==> src/design/ccto_pkg.sv <==
// Behaviour
// - fast charge limit is two to the twenty-two oscillator periods
// - trickle limit is one eighth of the fast charge limit
// - timeout gate low disables the fast charge timeout entirely
// - trickle timeout is enforced whatever the timeout gate level
// - enable with low battery enters trickle; each trickle entry clears the timer
// - timeout active and limit elapsed stops charging and asserts fault
// - battery above trickle threshold in time moves to fast, timer cleared
// - fast charge without end of charge before limit raises timeout fault
// - end of charge enters complete, releases status, keeps charging
// - supply above power-on threshold resets state and timer first
// - after reset stay disabled until enable becomes active
// - timeout fault leaves only by enable toggle or power cycle
// - in complete, recharge condition drives status low again
// - disabling shuts down oscillator and timer
// - below trickle threshold the charger selects one tenth current; here only on entry from disabled, not on a drop in fast
// - recharge condition comes from the external recharge comparator
// - end of charge and recharge status changes delayed 0.5 to 1.5 periods
// - temperature out of window pauses charger and timer, asserts fault
package ccto_pkg;

  // register byte offsets
  localparam logic [7:0] STATE_OFS = 8'h00;
  localparam logic [7:0] TIMER_OFS = 8'h04;
  localparam logic [7:0] OSC_OFS = 8'h08;

  // status word field positions
  localparam int ST_STATE_LSB = 0;
  localparam int ST_FAULT_BIT = 3;
  localparam int ST_STATUS_BIT = 4;
  localparam int ST_CHARGE_BIT = 5;
  localparam int ST_TRICKLE_BIT = 6;
  localparam int ST_RECHARGE_BIT = 7;
  localparam int ST_PINS_LSB = 8;

  // synchronised input bit positions
  localparam int PIN_EN = 0;
  localparam int PIN_GATE = 1;
  localparam int PIN_BAT = 2;
  localparam int PIN_EOC = 3;
  localparam int PIN_RCH = 4;
  localparam int PIN_TEMP = 5;
  localparam int PIN_SUPPLY = 6;
  localparam int PIN_NUM = 7;

  // timer and oscillator
  localparam int TIMER_W = 22;
  localparam int TRICKLE_SHIFT = 3;
  localparam logic [TIMER_W-1:0] TRICKLE_LIMIT =
    TIMER_W'(1) << (TIMER_W - TRICKLE_SHIFT);
  localparam int OSC_W = 24;
  localparam int OSC_MIN_CYC = 2;
  localparam int CLK_PERIOD_NS = 20;
  localparam int OSC_PERIOD_NS = 3000000;
  localparam int OSC_PERIOD_CYC = OSC_PERIOD_NS / CLK_PERIOD_NS;

  // charge cycle states, gray along the usual path
  typedef enum logic [2:0] {
    ST_OFF = 3'h0,
    ST_DISABLED = 3'h1,
    ST_TRICKLE = 3'h3,
    ST_FAST = 3'h2,
    ST_COMPLETE = 3'h6,
    ST_FAULT = 3'h7
  } ccto_state_type;

endpackage : ccto_pkg

==> src/design/ccto_top.sv <==
`timescale 1ns/100ps
module ccto_top #(
  parameter int OSC_PERIOD_CYC = ccto_pkg::OSC_PERIOD_CYC
) (
  input wire logic i_mclk, // 50 MHz clock
  input wire logic i_rst_b, // async reset, active low
  input wire logic i_enable, // charger enable pin
  input wire logic i_timeout_gate_input, // low disables fast timeout
  input wire logic i_bat_above_trickle, // battery above 2.8 V
  input wire logic i_eoc, // end-of-charge comparator
  input wire logic i_recharge, // battery below recharge level
  input wire logic i_temp_ok, // temperature inside window
  input wire logic i_supply_ok, // supply above power-on threshold
  input wire logic i_psel, // apb select
  input wire logic i_penable, // apb enable
  input wire logic i_pwrite, // apb direction
  input wire logic [7:0] i_paddr, // apb byte address
  input wire logic [31:0] i_pwdata, // apb write data
  output logic [31:0] o_prdata, // apb read data
  output logic o_pready, // apb ready
  output logic o_pslverr, // apb error
  output logic o_fault_oe, // pull fault pin low
  output logic o_status_oe, // pull status pin low
  output logic o_charge_en, // pass element on
  output logic o_trickle_sel // one tenth current select
);

  typedef struct packed {
    logic [ccto_pkg::PIN_NUM-1:0] s1;
    logic [ccto_pkg::PIN_NUM-1:0] s2;
    logic [ccto_pkg::PIN_NUM-1:0] s3;
    logic [ccto_pkg::PIN_NUM-1:0] flt;
    ccto_pkg::ccto_state_type state;
    logic [ccto_pkg::OSC_W-1:0] div;
    logic [ccto_pkg::OSC_W-1:0] osc_period;
    logic [ccto_pkg::TIMER_W-1:0] timer;
    logic pend_eoc;
    logic pend_rch;
    logic recharge;
    logic fault_drv;
    logic status_drv;
    logic charge_en;
    logic trickle_sel;
    logic pready;
    logic pslverr;
    logic [31:0] prdata;
  } ccto_reg_type;

  localparam ccto_reg_type REG_RST = '{
    state: ccto_pkg::ST_OFF,
    osc_period: ccto_pkg::OSC_W'(OSC_PERIOD_CYC),
    default: '0
  };

  // refuse oscillator periods the divider cannot count
  if (OSC_PERIOD_CYC < ccto_pkg::OSC_MIN_CYC ||
      OSC_PERIOD_CYC >= (1 << ccto_pkg::OSC_W)) begin : g_chk
    $error("oscillator period out of range");
  end

  logic [1:0] rst_sync_r;
  logic rst_b;
  ccto_reg_type r;
  ccto_reg_type r_nxt;

  // reset release through two flops
  always_ff @(posedge i_mclk or negedge i_rst_b) begin
    if (!i_rst_b) begin
      rst_sync_r <= 2'h0;
    end else begin
      rst_sync_r <= {rst_sync_r[0], 1'b1};
    end
  end
  assign rst_b = rst_sync_r[1];

  logic [ccto_pkg::PIN_NUM-1:0] agree;
  logic run;
  logic tick;
  logic half;
  logic paused;
  logic fast_hit;
  logic trickle_hit;
  logic eoc_ok;
  logic rch_ok;
  logic acc;
  logic addr_ok;
  logic [31:0] rd_word;

  // next state of the whole block
  always_comb begin
    r_nxt = r;

    // pin synchronisers, change taken once stages two and three agree
    r_nxt.s1 = {i_supply_ok, i_temp_ok, i_recharge, i_eoc,
                i_bat_above_trickle, i_timeout_gate_input, i_enable};
    r_nxt.s2 = r.s1;
    r_nxt.s3 = r.s2;
    agree = ~(r.s2 ^ r.s3);
    r_nxt.flt = (agree & r.s3) | (~agree & r.flt);

    // oscillator divider, stopped while off or disabled
    run = (r.state != ccto_pkg::ST_OFF) &&
          (r.state != ccto_pkg::ST_DISABLED);
    tick = run && (r.div == r.osc_period - ccto_pkg::OSC_W'(1));
    half = run && (r.div == (r.osc_period >> 1));
    if (!run || tick) begin
      r_nxt.div = '0;
    end else begin
      r_nxt.div = r.div + ccto_pkg::OSC_W'(1);
    end

    // temperature window pauses timer and charger
    paused = !r.flt[ccto_pkg::PIN_TEMP];

    // elapsed charge time in oscillator ticks
    if (tick && !paused && (r.state == ccto_pkg::ST_TRICKLE ||
                            r.state == ccto_pkg::ST_FAST)) begin
      r_nxt.timer = r.timer + ccto_pkg::TIMER_W'(1);
    end
    // fast limit at wrap, counted only with the gate high
    fast_hit = tick && !paused && (&r.timer) &&
               r.flt[ccto_pkg::PIN_GATE];
    // trickle limit at one eighth, gate ignored
    trickle_hit = (r.timer == ccto_pkg::TRICKLE_LIMIT);

    // status filter: seen at mid period, confirmed at the tick
    if (half) begin
      r_nxt.pend_eoc = r.flt[ccto_pkg::PIN_EOC];
      r_nxt.pend_rch = r.flt[ccto_pkg::PIN_RCH];
    end
    eoc_ok = tick && r.pend_eoc && r.flt[ccto_pkg::PIN_EOC];
    rch_ok = tick && r.pend_rch && r.flt[ccto_pkg::PIN_RCH];

    // charge cycle state machine
    if (!r.flt[ccto_pkg::PIN_SUPPLY]) begin
      r_nxt.state = ccto_pkg::ST_OFF;
      r_nxt.timer = '0;
      r_nxt.recharge = 1'b0;
    end else begin
      unique case (r.state)
        ccto_pkg::ST_OFF: begin
          // supply up: clear state and timer first
          r_nxt.state = ccto_pkg::ST_DISABLED;
          r_nxt.timer = '0;
          r_nxt.recharge = 1'b0;
        end
        ccto_pkg::ST_DISABLED: begin
          r_nxt.timer = '0;
          r_nxt.pend_eoc = 1'b0;
          r_nxt.pend_rch = 1'b0;
          if (r.flt[ccto_pkg::PIN_EN]) begin
            if (r.flt[ccto_pkg::PIN_BAT]) begin
              r_nxt.state = ccto_pkg::ST_FAST;
            end else begin
              r_nxt.state = ccto_pkg::ST_TRICKLE;
            end
          end
        end
        ccto_pkg::ST_TRICKLE: begin
          if (!r.flt[ccto_pkg::PIN_EN]) begin
            r_nxt.state = ccto_pkg::ST_DISABLED;
            r_nxt.timer = '0;
          end else if (trickle_hit) begin
            r_nxt.state = ccto_pkg::ST_FAULT;
          end else if (r.flt[ccto_pkg::PIN_BAT] && !paused) begin
            r_nxt.state = ccto_pkg::ST_FAST;
            r_nxt.timer = '0;
          end
        end
        ccto_pkg::ST_FAST: begin
          if (!r.flt[ccto_pkg::PIN_EN]) begin
            r_nxt.state = ccto_pkg::ST_DISABLED;
            r_nxt.timer = '0;
          end else if (fast_hit) begin
            r_nxt.state = ccto_pkg::ST_FAULT;
          end else if (eoc_ok && !paused) begin
            r_nxt.state = ccto_pkg::ST_COMPLETE;
            r_nxt.recharge = 1'b0;
          end
        end
        ccto_pkg::ST_COMPLETE: begin
          if (!r.flt[ccto_pkg::PIN_EN]) begin
            r_nxt.state = ccto_pkg::ST_DISABLED;
            r_nxt.timer = '0;
            r_nxt.recharge = 1'b0;
          end else if (!r.recharge && rch_ok) begin
            r_nxt.recharge = 1'b1;
          end else if (r.recharge && eoc_ok) begin
            r_nxt.recharge = 1'b0;
          end
        end
        ccto_pkg::ST_FAULT: begin
          // only enable low or supply loss leaves the fault
          if (!r.flt[ccto_pkg::PIN_EN]) begin
            r_nxt.state = ccto_pkg::ST_DISABLED;
            r_nxt.timer = '0;
          end
        end
        default: begin
          r_nxt.state = ccto_pkg::ST_OFF;
        end
      endcase
    end

    // pin drives follow the next state
    r_nxt.charge_en = !paused && (r_nxt.state == ccto_pkg::ST_TRICKLE ||
                                  r_nxt.state == ccto_pkg::ST_FAST ||
                                  r_nxt.state == ccto_pkg::ST_COMPLETE);
    r_nxt.trickle_sel = (r_nxt.state == ccto_pkg::ST_TRICKLE);
    r_nxt.fault_drv = (r_nxt.state == ccto_pkg::ST_FAULT) ||
                      (paused && r_nxt.charge_en == 1'b0 &&
                       r_nxt.state != ccto_pkg::ST_OFF &&
                       r_nxt.state != ccto_pkg::ST_DISABLED);
    r_nxt.status_drv = (r_nxt.state == ccto_pkg::ST_TRICKLE) ||
                       (r_nxt.state == ccto_pkg::ST_FAST) ||
                       (r_nxt.state == ccto_pkg::ST_COMPLETE &&
                        r_nxt.recharge);

    // apb read word selection
    addr_ok = (i_paddr[1:0] == 2'h0) && (i_paddr == ccto_pkg::STATE_OFS ||
                                          i_paddr == ccto_pkg::TIMER_OFS ||
                                          i_paddr == ccto_pkg::OSC_OFS);
    rd_word = 32'h0;
    if (i_paddr == ccto_pkg::STATE_OFS) begin
      rd_word[ccto_pkg::ST_STATE_LSB +: 3] = r.state;
      rd_word[ccto_pkg::ST_FAULT_BIT] = r.fault_drv;
      rd_word[ccto_pkg::ST_STATUS_BIT] = r.status_drv;
      rd_word[ccto_pkg::ST_CHARGE_BIT] = r.charge_en;
      rd_word[ccto_pkg::ST_TRICKLE_BIT] = r.trickle_sel;
      rd_word[ccto_pkg::ST_RECHARGE_BIT] = r.recharge;
      rd_word[ccto_pkg::ST_PINS_LSB +: ccto_pkg::PIN_NUM] = r.flt;
    end else if (i_paddr == ccto_pkg::TIMER_OFS) begin
      rd_word[ccto_pkg::TIMER_W-1:0] = r.timer;
    end else if (i_paddr == ccto_pkg::OSC_OFS) begin
      rd_word[ccto_pkg::OSC_W-1:0] = r.osc_period;
    end

    // apb slave, one wait state per access
    acc = i_psel && i_penable;
    r_nxt.pready = acc && !r.pready;
    if (acc && !r.pready) begin
      r_nxt.prdata = i_pwrite ? 32'h0 : rd_word;
      r_nxt.pslverr = !addr_ok ||
                      (i_pwrite && i_paddr == ccto_pkg::OSC_OFS &&
                       (i_pwdata[31:ccto_pkg::OSC_W] != '0 ||
                        i_pwdata[ccto_pkg::OSC_W-1:0] <
                        ccto_pkg::OSC_W'(ccto_pkg::OSC_MIN_CYC)));
    end else begin
      // answer stands only in the ready cycle, zero again after it
      r_nxt.pslverr = 1'b0;
      r_nxt.prdata = 32'h0;
    end
    // write takes effect at the ready edge
    if (acc && r.pready && !r.pslverr && i_pwrite &&
        i_paddr == ccto_pkg::OSC_OFS) begin
      r_nxt.osc_period = i_pwdata[ccto_pkg::OSC_W-1:0];
      r_nxt.div = '0;
    end
  end

  // state register
  always_ff @(posedge i_mclk or negedge rst_b) begin
    if (!rst_b) begin
      r <= REG_RST;
    end else begin
      r <= r_nxt;
    end
  end

  // outputs straight from flops
  assign o_prdata = r.prdata;
  assign o_pready = r.pready;
  assign o_pslverr = r.pslverr;
  assign o_fault_oe = r.fault_drv;
  assign o_status_oe = r.status_drv;
  assign o_charge_en = r.charge_en;
  assign o_trickle_sel = r.trickle_sel;

endmodule : ccto_top

==> config.mk <==
export PLATFORM = sky130hd
export DESIGN_NAME = ccto_top
export DESIGN_NICKNAME = d
export VERILOG_FILES = /design/src/design/ccto_pkg.sv /design/src/design/ccto_top.sv
export SDC_FILE = /design/constraint.sdc
export NUM_CORES = 1
export LEC_CHECK = 0
export BUFFER_PORTS_ARGS = -buffer_cell sky130_fd_sc_hd__buf_2
export CAP_MARGIN = 20
export CORE_MARGIN = 2
export CORE_UTILIZATION = 30
export CTS_CLUSTER_DIAMETER = 120
export DETAILED_ROUTE_END_ITERATION = 7
export SLEW_MARGIN = 20
export SYNTH_ARGS = -nofsm -noshare
export SYNTH_HDL_FRONTEND = slang
export SYNTH_SLANG_ARGS = --single-unit
==> constraint.sdc <==
create_clock -name i_mclk -period 5.7 [get_ports i_mclk]
set_input_delay 1.14 -clock i_mclk [delete_from_list [all_inputs] [get_ports i_mclk]]
set_output_delay 1.14 -clock i_mclk [all_outputs]
set_load 0.01 [all_outputs]
* Word level (Yosys, flattened, before mapping) *
Cells that the tools add are included.

storage, ports and cells
  word-level logic and storage cells = 139
  output and inout port bits = 38
  bits of input ports = 52
  bits in registers = 144

cells by class
  bitwise logic cells = 7
  equality and inequality tests = 16
  $lt $le $gt $ge = 1
  reduce and logical (&&, ||, !) cells = 55
  add/subtract/negate cells = 3
  multiplexer cells = 38

operators with widths
  operator               count
  $mux 22                7
  $mux 24                3
  $pmux 22 s3            1
  $mux 48                1
  $mux 33                1
  $logic_and 1x1->1      29
  $mux 3                 9
  $add 24x1->24 const B  1
  $eq 24x23->1           1
  $eq 24x24->1           1
  $lt 24x2->1 const B    1
  $sub 24x1->24 const B  1
  $add 22x1->22 const B  1
  $eq 22x20->1 const B   1
  $reduce_and 22->1      1
  $mux 15                1
  $pmux 3 s5             1
  $and 7x7->7            2
  $not 7->7              2
  $eq 3x2->1 const B     4
  $eq 3x3->1 const B     4
  $logic_or 1x1->1       10
  $mux 9                 1
  $eq 8x3->1 const B     1
  17 further kinds       35

* Logic depth before layout (Yosys ltp) *
Gate-level depths: netlist of run 1.

  word-level depth = 20
  gate-level depth with buffers = 15
  gate-level depth less buffers = 10

* Least setup slack after synthesis of run 1 *
OpenSTA, ideal clock, no wires.

  path type = flip-flop to flip-flop
  start = reg r[63] (netlist name)
  end = reg r[48] (netlist name)
  stages on the path, launching flop included = 13
  buffers on the path = 3
  path slack = 2.426 ns
  arrival time = 3.195 ns
  library setup time = 0.079 ns
  required time = 5.621 ns
  clock period less this slack = 3.274 ns
  cell sequence = dfrtp_1 -> clkbuf_1 -> inv_1 -> ha_1 -> xnor2_1 -> or4_1 -> nor4_1 -> nand4_1 -> or4_1 -> buf_2 -> clkbuf_1 -> nor4_1 -> mux2i_1

RTL lines
  item                    RTL line         text
  from (decl)             ccto_top.sv:63   ccto_reg_type r;
  from (signal assigned)  ccto_top.sv:266  r <= r_nxt;

==> results of run 1 <==
registers in the layout, indices dropped and copies added (netlist names), named ones only:
signal	flops
o_prdata	24
o_pready	1
o_status_oe	1
o_fault_oe	1
r	97
o_charge_en	1
o_pslverr	1
rst_sync_r	2
o_trickle_sel	1
worst max path at each step:
stage / startpoint / end / slack [ps] / cells after the start
floorplan: rst_sync_r[1]$_DFF_PN0_ / asynchronous set/reset pin / 1640 / 0
global placement: i_paddr[2] / r[65]$_DFFE_PN0P_ / 1760 / 5
detailed placement: i_paddr[2] / r[85]$_DFFE_PN0P_ / 1660 / 5
CTS: r[64]$_DFFE_PN0P_ / o_charge_en$_DFF_PN0_ / 1880 / 9
global route: r[63]$_DFFE_PN0P_ / r[93]$_DFF_PN0_ / 1540 / 10
finish: r[65]$_DFFE_PN0P_ / o_charge_en$_DFF_PN0_ / 1820 / 9
power by group:
| part | switching (mW) | internal, mW |
|---|---|---|
| sequential | 0.0290 | 0.989 |
| combinational | 0.0862 | 0.0502 |
| clock | 0.423 | 0.709 |
| total | 0.538 | 1.75 |
worst max-delay path: stages, from the launching register on:
cell,delay (ps)
dfrtp_1,530
nor4_4,680
nand3_1,280
or4_1,520
a21oi_1,150
nand4_1,190
or4_1,510
buf_4,260
o31a_1,350
o311a_1,290
cells in the final DEF, fill, tap and decap left out, types with 7 or more instances in the layout:
cell type  netlist  final
dfrtp_1        128    127
nor3_1          18     18
nand3_1         26     26
xor2_1          36     36
buf_2           10     81
conb_1           2      9
nand2_1         34     34
dfstp_2          8      8
nor2_1          83     83
nand4_1         18     18
a22oi_1         10     10
maj3_1           7      7
nor4_1          26     26
clkbuf_16        0     17
and3_1          13     13
or4_1           11     11
inv_1           18     18
or3_1           17     17
mux2i_1         22     22
a21oi_1         35     35
o31ai_1          9      9
xnor2_1         36     36
and2_1           7      7
o21ai_0         15     15
mux2_2          25     25
o41ai_1          8      8
stage by stage:
stage	cell area [um2]	total power [mW]	util	instances	setup WS [ps]
floorplan	7610	1.11	-	795	1640
global placement	7960	1.17	0.318	1115	1760
detailed placement	7960	1.17	0.318	1115	1660
CTS	8560	2.32	0.342	1147	1880
global route	8610	2.38	0.344	1149	1540
finish	8610	2.29	0.344	1151	1820
kinds of logic after synthesis:
group / count (synthesis) / share of synthesized area
and+or+nand+nor: 288 / 0.204
AOI/OAI and AO/OA: 120 / 0.105
adders and majority gates: 11 / 0.0158
xor gates and xnor gates: 72 / 0.0831
other: 2 / 0.000990
DFF: 136 / 0.450
muxes: 47 / 0.0661
buffers and inverters: 112 / 0.0750
final cells by class:
type,instances,area [um2]
fillers,2532,16400
multi-input cells,547,3630
flip-flops and latches,136,3420
repair buffers,86,470
clock buffers,20,457
well taps,330,413
clock inverters,12,151
inverters,18,67.6
diodes,2,5.00
layer usage:
metal	GRT usage	vias to the layer above	part of all wire
li1	-	2803	-
met1	0.216	2920	0.45
met2	0.241	223	0.46
met3	0.0447	34	0.066
met4	0.0539	0	0.022
met5	0	-	0
==> results.md, run 1 <==
- Status: completed
- Most frequent cell after synthesis: dfrtp_1
- Hold Path Class: flop to asynchronous set/reset pin
- Post-Syn Instances: ~790
- Final Hold Vio Count: 0
- I/O Buffers: 81
- DRC Markers: 0
- Critical path data arrival time: 4190 ps
- Via Count: 5980
- First-pass GRT wire length: 32.4 mm
- Sequential fraction of the synthesis area: 0.450
- WHS: 209 ps
- Main synth FF type: dfrtp_1
- CTS sink count: roughly 140
- Largest net degree at the start of global routing: 77
- Final wirelength: 20.4 mm
- WP data required: 6010 ps
- Post-layout min period: 3880 ps
- Die Height: roughly 160 um
- Number of synthesized flops with an enable pin: 0
- Reg2reg path depth: 9
- Cts repair resizes: 0
- Ys Warns: 0
- Layout cell share with drive strength beyond 1: 0.195
- Pwr Density: 266 nW/um2
- Total CTS buffers: 17
- Setup Buffers After CTS: 0
- Vias per cell: slightly above 5
- Biggest area consumer among synthesized cells: dfrtp_1
- Post-synth ARST share: 1.00
- First-pass DRT Iterations: 7
- Reg-to-Reg Start: r[65]$_DFFE_PN0P_
- Grt ovf: 0
- Post-synthesis cell area: 7590 um2
- Avg Cell Area, Syn: 9.63 um2
- # hold bufs at CTS: 0
- F_max: ~260 MHz
- Worst Clk Skew: 7.24 ps
- Initial core utilization: 0.303
- Max-slew headroom: 0.360
- Initial antenna violation count: 2
- CP Class: flop to flop
- Critical Path End Type: flop
- Final setup viols: 0
- Cell Rows: 58
- Setup TNS Final: 0 ps
- Yosys cell types: 68
- VDD IR-drop max: 0.000150 V
- Total of max-cap violations: 0
- Root buf cell: clkbuf_16
- Slew @ Worst Pin: 957 ps
- Die area: 26600 um2
- Area contributors post-synth: dfrtp_1 (42%), xnor2_1 (4.2%), xor2_1 (4.2%)
- Detailed Route Iter0 Violations: approximately 480
- # H-tree levels: 4
- RSZ-0062 raised after global routing: false
- Crit-path max FO: 42
- Post-synth top cells: dfrtp_1 (128), nor2_1 (83), clkbuf_1 (44)
- Vias in the first global route: 5684
- Io pins: 90
- FF-to-FF End: o_charge_en$_DFF_PN0_
- Antenna-violating nets left: 0
- Worst-path clk slew: 60 ps
- Horiz. Die Dim: roughly 160 um
- Routed WL per cell: 17.7 um
- GP Congestion: 0.914
- P_leak: 3.71 nW
- Total core area: about 25000 um2
- R2R Setup Slk: 1820 ps
- Slew Viols, Final: 0
- Clk Latency, worst-skew pair: 430 ps
- #FFs+latches synth: 136
- Yosys top cell area share: 0.422
- CTS tree: built
- Nets: 862
- Synthesis-to-finish area growth: 13.5%
- Bufs on Longest Clock Path: 2
- Type of element launching the critical path: flop
- Fin crit share: 0.681
- Detailed Place HPWL: 14.8 mm
- Total GRT Usage: 0.158
Note: power is estimated with default switching activity, not from simulation.
==> run 2: changes to the inputs <==
==> constraint.sdc (replaced) <==
create_clock -name i_mclk -period 3.8 [get_ports i_mclk]
set_input_delay 0.76 -clock i_mclk [delete_from_list [all_inputs] [get_ports i_mclk]]
set_output_delay 0.76 -clock i_mclk [all_outputs]
set_load 0.01 [all_outputs]
==> results.md, run 2 (synthesis gave the netlist of run 1 again) <==
- Status: completed (unchanged)
- Final Hold Vio Count: 0 (unchanged)
- First-pass DRT Iterations: 6 (was 7)
- Largest net degree at the start of global routing: 79 (was 77)
- Antenna-violating nets left: 0 (unchanged)
- Crit path launch: r[65]$_DFFE_PN0P_ (unchanged)
- Detailed Place HPWL: 15.5 mm (was 14.8 mm)
- CTS sink count: 136 (unchanged)
- Total GRT Usage: 0.161 (was 0.158)
- Slew Viols, Final: 0 (unchanged)
- Total core area: 25000 um2 (unchanged)
- Io pins: 90 (unchanged)
- Worst Clk Skew: 10.5 ps (was 7.24 ps)
- Dpl cell area: 8130 um2 (was 7960 um2)
- Pwr Density: 415 nW/um2 (was 266 nW/um2)
- CP Class: flop to flop (unchanged)
- DRC Markers: 0 (unchanged)
- Critical path data arrival time: 3890 ps (was 4190 ps)
- Critical Path End Type: flop (unchanged)
- Bufs on Longest Clock Path: 2 (unchanged)
- Fin crit share: 0.941 (was 0.681)
- Initial core utilization: 0.303 (unchanged)
- GR Layer Usage met3: 0.0490 (was 0.0447)
- Detailed Route Iter0 Violations: 456 (was 476)
- Root buf cell: clkbuf_16 (unchanged)
- Final instance area: 8870 um2 (was 8610 um2)
- Final setup viols: 0 (unchanged)
- Initial antenna violation count: 2 (unchanged)
- Post-layout min period: 3580 ps (was 3880 ps)
- Grt ovf: 0 (unchanged)
- Largest register FFs: 97 (unchanged)
- Clk Latency, worst-skew pair: 430 ps (about the same)
- Max-slew headroom: 0.432 (was 0.360)
- Total of max-cap violations: 0 (unchanged)
- Routed WL per cell: 18.0 um (was 17.7 um)
- Final wirelength: 21.1 mm (was 20.4 mm)
- Vias in the first global route: 5775 (was 5684)
- Cell Rows: 58 (unchanged)
- Vias per cell: 5.11 (was 5.20)
- Worst-path clk slew: 60 ps (about the same)
- Busiest grt layer: met2 (unchanged)
- Setup crit end: o_charge_en$_DFF_PN0_ (unchanged)
- F_max: 280 MHz (was 258 MHz)
- Slew @ Worst Pin: 850 ps (was 957 ps)
- Tot Pwr: 3.68 mW (was 2.29 mW)
- Commonest non-fill, non-tap cell in the layout: dfrtp_1 (unchanged)
- Crit-path max FO: 42 (unchanged)
- Total CTS buffers: 17 (unchanged)
- Met2 GRT Util: 0.252 (was 0.241)
- # H-tree levels: 4 (unchanged)
- Die Height: 163 um (unchanged)
- WP data required: 4110 ps (was 6010 ps)
- VDD IR-drop max: 0.000226 V (was 0.000150 V)
- Setup TNS Final: 0 ps (unchanged)
- Type of element launching the critical path: flop (unchanged)
- Most frequent cells in the layout: dfrtp_1 (126), nor2_1 (83), buf_2 (81) (was dfrtp_1 (127), nor2_1 (83), buf_2 (81))
- Nets: 885 (was 862)
- WHS: 96.9 ps (was 209 ps)
- Via Count: 5995 (was 5980)
- Synthesis-to-finish area growth: 16.9% (was 13.5%)
- Reg2reg path depth: 10 (was 9)
- FF-to-FF End: o_charge_en$_DFF_PN0_ (unchanged)
- First-pass GRT wire length: 32.6 mm (was 32.4 mm)
- Met1 GRT Util: 0.206 (was 0.216)
- Layout cell share with drive strength beyond 1: 0.221 (was 0.195)
- I/O Buffers: 81 (unchanged)
- GP Congestion: 0.911 (was 0.914)
- R2R Setup Slk: 220 ps (was 1820 ps)
- Hold Path Class: primary input to asynchronous set/reset pin (was flop to asynchronous set/reset pin)
- Reg-to-Reg Start: r[65]$_DFFE_PN0P_ (unchanged)
- Die area: 26600 um2 (unchanged)
- Horiz. Die Dim: 163 um (unchanged)
- CTS tree: built (unchanged)
- P_leak: 3.85 nW (was 3.71 nW)
- Reg with most FFs: r (unchanged)
==> run 2: cell types whose count changed in the layout (fill, tap and decap cells not counted), sizes merged <==
cell | before | now
clkbuf | 20 | 18
buf | 86 | 108
nor4 | 28 | 29
bufinv | 3 | 6
clkinv | 7 | 3
inv | 18 | 21
==> run 2: cell type report <==
| type | count | area (um2) |
|---|---|---|
| fillers | 2531 | 16200 |
| multi-input cells | 548 | 3640 |
| flip-flops and latches | 136 | 3420 |
| repair buffers | 108 | 641 |
| clock buffers | 18 | 439 |
| well taps | 330 | 413 |
| clock inverters | 14 | 244 |
| inverters | 18 | 67.6 |
| diodes | 2 | 5.00 |
==> run 2: stage by stage <==
| step | utilization | worst slack [ps] | instances |
|---|---|---|---|
| finish | 0.354 | 222 | 1174 |
| global placement | 0.325 | 197 | 1137 |
| detailed placement | 0.325 | 160 | 1137 |
| CTS | 0.352 | 142 | 1169 |
| global route | 0.354 | -4.47 | 1172 |
| floorplan | - | 526 | 795 |
==> run 2: repair_timing <==
item                       4_1_cts  5_1_grt
gates resized for setup          0        2
setup endpoints to repair        0        9
setup buffers                    0        1
hold buffers                     0        0
==> run 2: worst min path at each step <==
| stage | endpoint | slack [ps] |
|---|---|---|
| 2_1_floorplan | rst_sync_r[1]$_DFF_PN0_ | 330 |
| 3_3_place_gp | r[130]$_DFF_PN0_ | 330 |
| 3_5_place_dp | r[130]$_DFF_PN0_ | 340 |
| 4_1_cts | rst_sync_r[1]$_DFF_PN0_ | 80 |
| 5_1_grt | rst_sync_r[1]$_DFF_PN0_ | 90 |
| 6_report | rst_sync_r[1]$_DFF_PN0_ | 100 |
==> run 2: report_power, final <==
group | switching [mW] | internal (mW)
Combinational | 0.133 | 0.0833
Sequential | 0.0428 | 1.48
Clock | 0.683 | 1.25
Total | 0.859 | 2.82
==> run 2: critical path, stage by stage (launching register included) <==
cell     delay, ps
dfrtp_1        440
buf_4          200
nor3_1         280
a31oi_1        130
or4_1          420
nor4_1         350
nand4_1        210
or4_1          500
buf_4          260
o31a_1         360
o311a_1        290
==> run 2: layer usage <==
| layer | wire (um) | share of wire | vias up |
|---|---|---|---|
| met2 | 9720 | 0.46 | 198 |
| met3 | 1620 | 0.077 | 39 |
| li1 | - | - | 2853 |
| met1 | 9090 | 0.43 | 2905 |
| met4 | 669 | 0.032 | 0 |
| met5 | 0 | 0 | - |
==> run 3: changes to the inputs <==
--- a/config.mk
+++ b/config.mk
@@ -11,6 +11,8 @@
 export CORE_UTILIZATION = 30
 export CTS_CLUSTER_DIAMETER = 120
 export DETAILED_ROUTE_END_ITERATION = 7
+export PLACE_DENSITY = 0.52
+export SETUP_SLACK_MARGIN = 0.05
 export SLEW_MARGIN = 20
 export SYNTH_ARGS = -nofsm -noshare
 export SYNTH_HDL_FRONTEND = slang
==> results.md, run 3 (synthesis gave the netlist of run 1 again) <==
- Synthesis-to-finish area growth: 16.8% (was 16.9%)
- Critical Path End Type: flop (unchanged)
- Routed WL per cell: 18.3 um (was 18.0 um)
- Sw Pwr: 0.861 mW (was 0.859 mW)
- Status: completed (unchanged)
- RSZ-0062 raised after global routing: false
- Max-slew headroom: 0.471 (was 0.432)
- Cell Rows: 58 (unchanged)
- WP data required: 4110 ps (about the same)
- Slew Viols, Final: 0 (unchanged)
- CTS sink count: 136 (unchanged)
- Via Count: 6044 (was 5995)
- Layout cell share with drive strength beyond 1: 0.228 (was 0.221)
- Gate power share: 0.059 (about the same)
- Pwr Density: 402 nW/um2 (was 415 nW/um2)
- WHS: 96.1 ps (was 96.9 ps)
- Antenna-violating nets left: 0 (unchanged)
- CP Class: flop to flop (unchanged)
- # hold bufs at CTS: 0 (unchanged)
- Max stage delay on crit path: 570 ps (was 500 ps)
- R2R Setup Slk: 260 ps (was 220 ps)
- CP most frequent cell: or4_1
- Int Power: 2.70 mW (was 2.82 mW)
- Clock group share of total power: 0.511 (was 0.527)
- Bufs on Longest Clock Path: 2 (unchanged)
- Final wirelength: 21.6 mm (was 21.1 mm)
- Crit-path max FO: 24 (was 42)
- Die Height: 163 um (unchanged)
- Dpl cell area: 8180 um2 (was 8130 um2)
- Die area: 26600 um2 (unchanged)
- Io pins: 90 (unchanged)
- Final Hold Vio Count: 0 (unchanged)
- Commonest non-fill, non-tap cell in the layout: dfrtp_1 (unchanged)
- Detailed Route Iter0 Violations: 471 (was 456)
- Grt ovf: 0 (unchanged)
- Worst-path cell chain: inv_1, ha_2, xnor2_1, or4_1, nor4_1, nand4_1, or4_1, buf_4, o31a_1, o311a_1 (was buf_4, nor3_1, a31oi_1, or4_1, nor4_1, nand4_1, or4_1, buf_4, o31a_1, o311a_1)
- Hold Path Class: primary input to asynchronous set/reset pin (unchanged)
- Initial antenna violation count: 0 (was 2)
- DRC Markers: 0 (unchanged)
- # diodes: 0 (was 2)
- Root buf cell: clkbuf_16 (unchanged)
- Vias in the first global route: 5864 (was 5775)
- CP max stage cell: or4_1 (unchanged)
- Final setup viols: 0 (unchanged)
- First-pass DRT Iterations: 4 (was 6)
- FF-to-FF End: o_charge_en$_DFF_PN0_ (unchanged)
- Post-layout min period: 3540 ps (was 3580 ps)
- Setup TNS Final: 0 ps (unchanged)
- Nets: 890 (was 885)
- Most frequent cells in the layout: dfrtp_1 (126), nor2_1 (82), buf_2 (81) (was dfrtp_1 (126), nor2_1 (83), buf_2 (81))
- Sw frac: 0.241 (was 0.233)
- Post-place setup slack: 224 ps (was 160 ps)
- Final instance area: 8860 um2 (was 8870 um2)
- Vias per cell: 5.14 (was 5.11)
- Largest net degree at the start of global routing: 89 (was 79)
- Slew @ Worst Pin: 786 ps (was 850 ps)
- Type of element launching the critical path: flop (unchanged)
- GP Congestion: 0.884 (was 0.911)
- Detailed Place HPWL: 16.1 mm (was 15.5 mm)
- Final worst setup slack: 262 ps (was 222 ps)
- Horiz. Die Dim: 163 um (unchanged)
- Total CTS buffers: 17 (unchanged)
- CP delay by family, top: simple AND/OR/NAND/NOR gates (unchanged)
- I/O Buffers: 81 (unchanged)
- CTS tree: built (unchanged)
- # H-tree levels: 4 (unchanged)
- Total core area: 25000 um2 (unchanged)
- Clk Latency, worst-skew pair: 430 ps (about the same)
- F_max: 283 MHz (was 280 MHz)
- Worst Clk Skew: 6.41 ps (was 10.5 ps)
- Reg-to-Reg Start: r[63]$_DFFE_PN0P_ (was r[65]$_DFFE_PN0P_)
- Worst-path clk slew: 60 ps (about the same)
- P_leak: 3.86 nW (was 3.85 nW)
- First-pass GRT wire length: 34.0 mm (was 32.6 mm)
- Reg with most FFs: r (unchanged)
- CP Buf/Inv Count: 2 (unchanged)
- Fin crit share: 0.931 (was 0.941)
- VDD IR-drop max: 0.000227 V (was 0.000226 V)
- Tot Pwr: 3.56 mW (was 3.68 mW)
- Critical path data arrival time: 3850 ps (was 3890 ps)
- Sequential share of power: 0.429 (was 0.415)
- Total of max-cap violations: 0 (unchanged)
- Reg2reg path depth: 10 (unchanged)
- Initial core utilization: 0.303 (unchanged)
- Total GRT Usage: 0.168 (was 0.161)
- Largest register FFs: 97 (unchanged)
## run 3: repair_timing
| item | CTS | global route |
|---|---|---|
| setup endpoints to repair | 0 | 10 |
| gates resized for setup | 0 | 5 |
| buffers inserted | 0 | 1 |
## run 3: metrics by stage
step | std cells | utilization
after floorplan | 795 | -
after global placement | 1143 | 0.327
after detailed placement | 1143 | 0.327
after CTS | 1175 | 0.352
after global routing | 1177 | 0.354
final | 1177 | 0.354
## run 3: how the worst max path moves through the flow
stage / cells past startpoint / start / to / slack [ps]
floorplan: 12 / r[63]$_DFFE_PN0P_ / r[48]$_DFF_PN0_ / 530
global placement: 9 / r[71]$_DFFE_PN1P_ / o_charge_en$_DFF_PN0_ / 240
detailed placement: 9 / r[71]$_DFFE_PN1P_ / o_charge_en$_DFF_PN0_ / 220
CTS: 9 / r[71]$_DFFE_PN1P_ / o_charge_en$_DFF_PN0_ / 200
global route: 10 / r[63]$_DFFE_PN0P_ / o_charge_en$_DFF_PN0_ / 80
finish: 10 / r[63]$_DFFE_PN0P_ / o_charge_en$_DFF_PN0_ / 260
## run 3: area by class of cell
type | count | area (um2)
clock buffer | 19 | 453
clock inverter | 13 | 191
fill | 2557 | 16200
inverter | 18 | 67.6
multi-input combinational | 548 | 3660
sequential | 136 | 3420
tap | 330 | 413
timing repair buffer | 113 | 658
## run 3: power by group through the flow
stage               clock network [mW]  registers, mW  logic (mW)
floorplan                            0           1.55       0.124
global placement                     0           1.56       0.213
detailed placement                   0           1.56       0.212
CTS                               1.86           1.53       0.213
global route                      1.93           1.54       0.237
finish                            1.82           1.53       0.212
## run 3: routing by layer
metal | routed length (um) | track usage
met1 | 9990 | 0.227
met3 | 1070 | 0.0305
met4 | 420 | 0.0599
met2 | 10100 | 0.270
met5 | 0 | 0
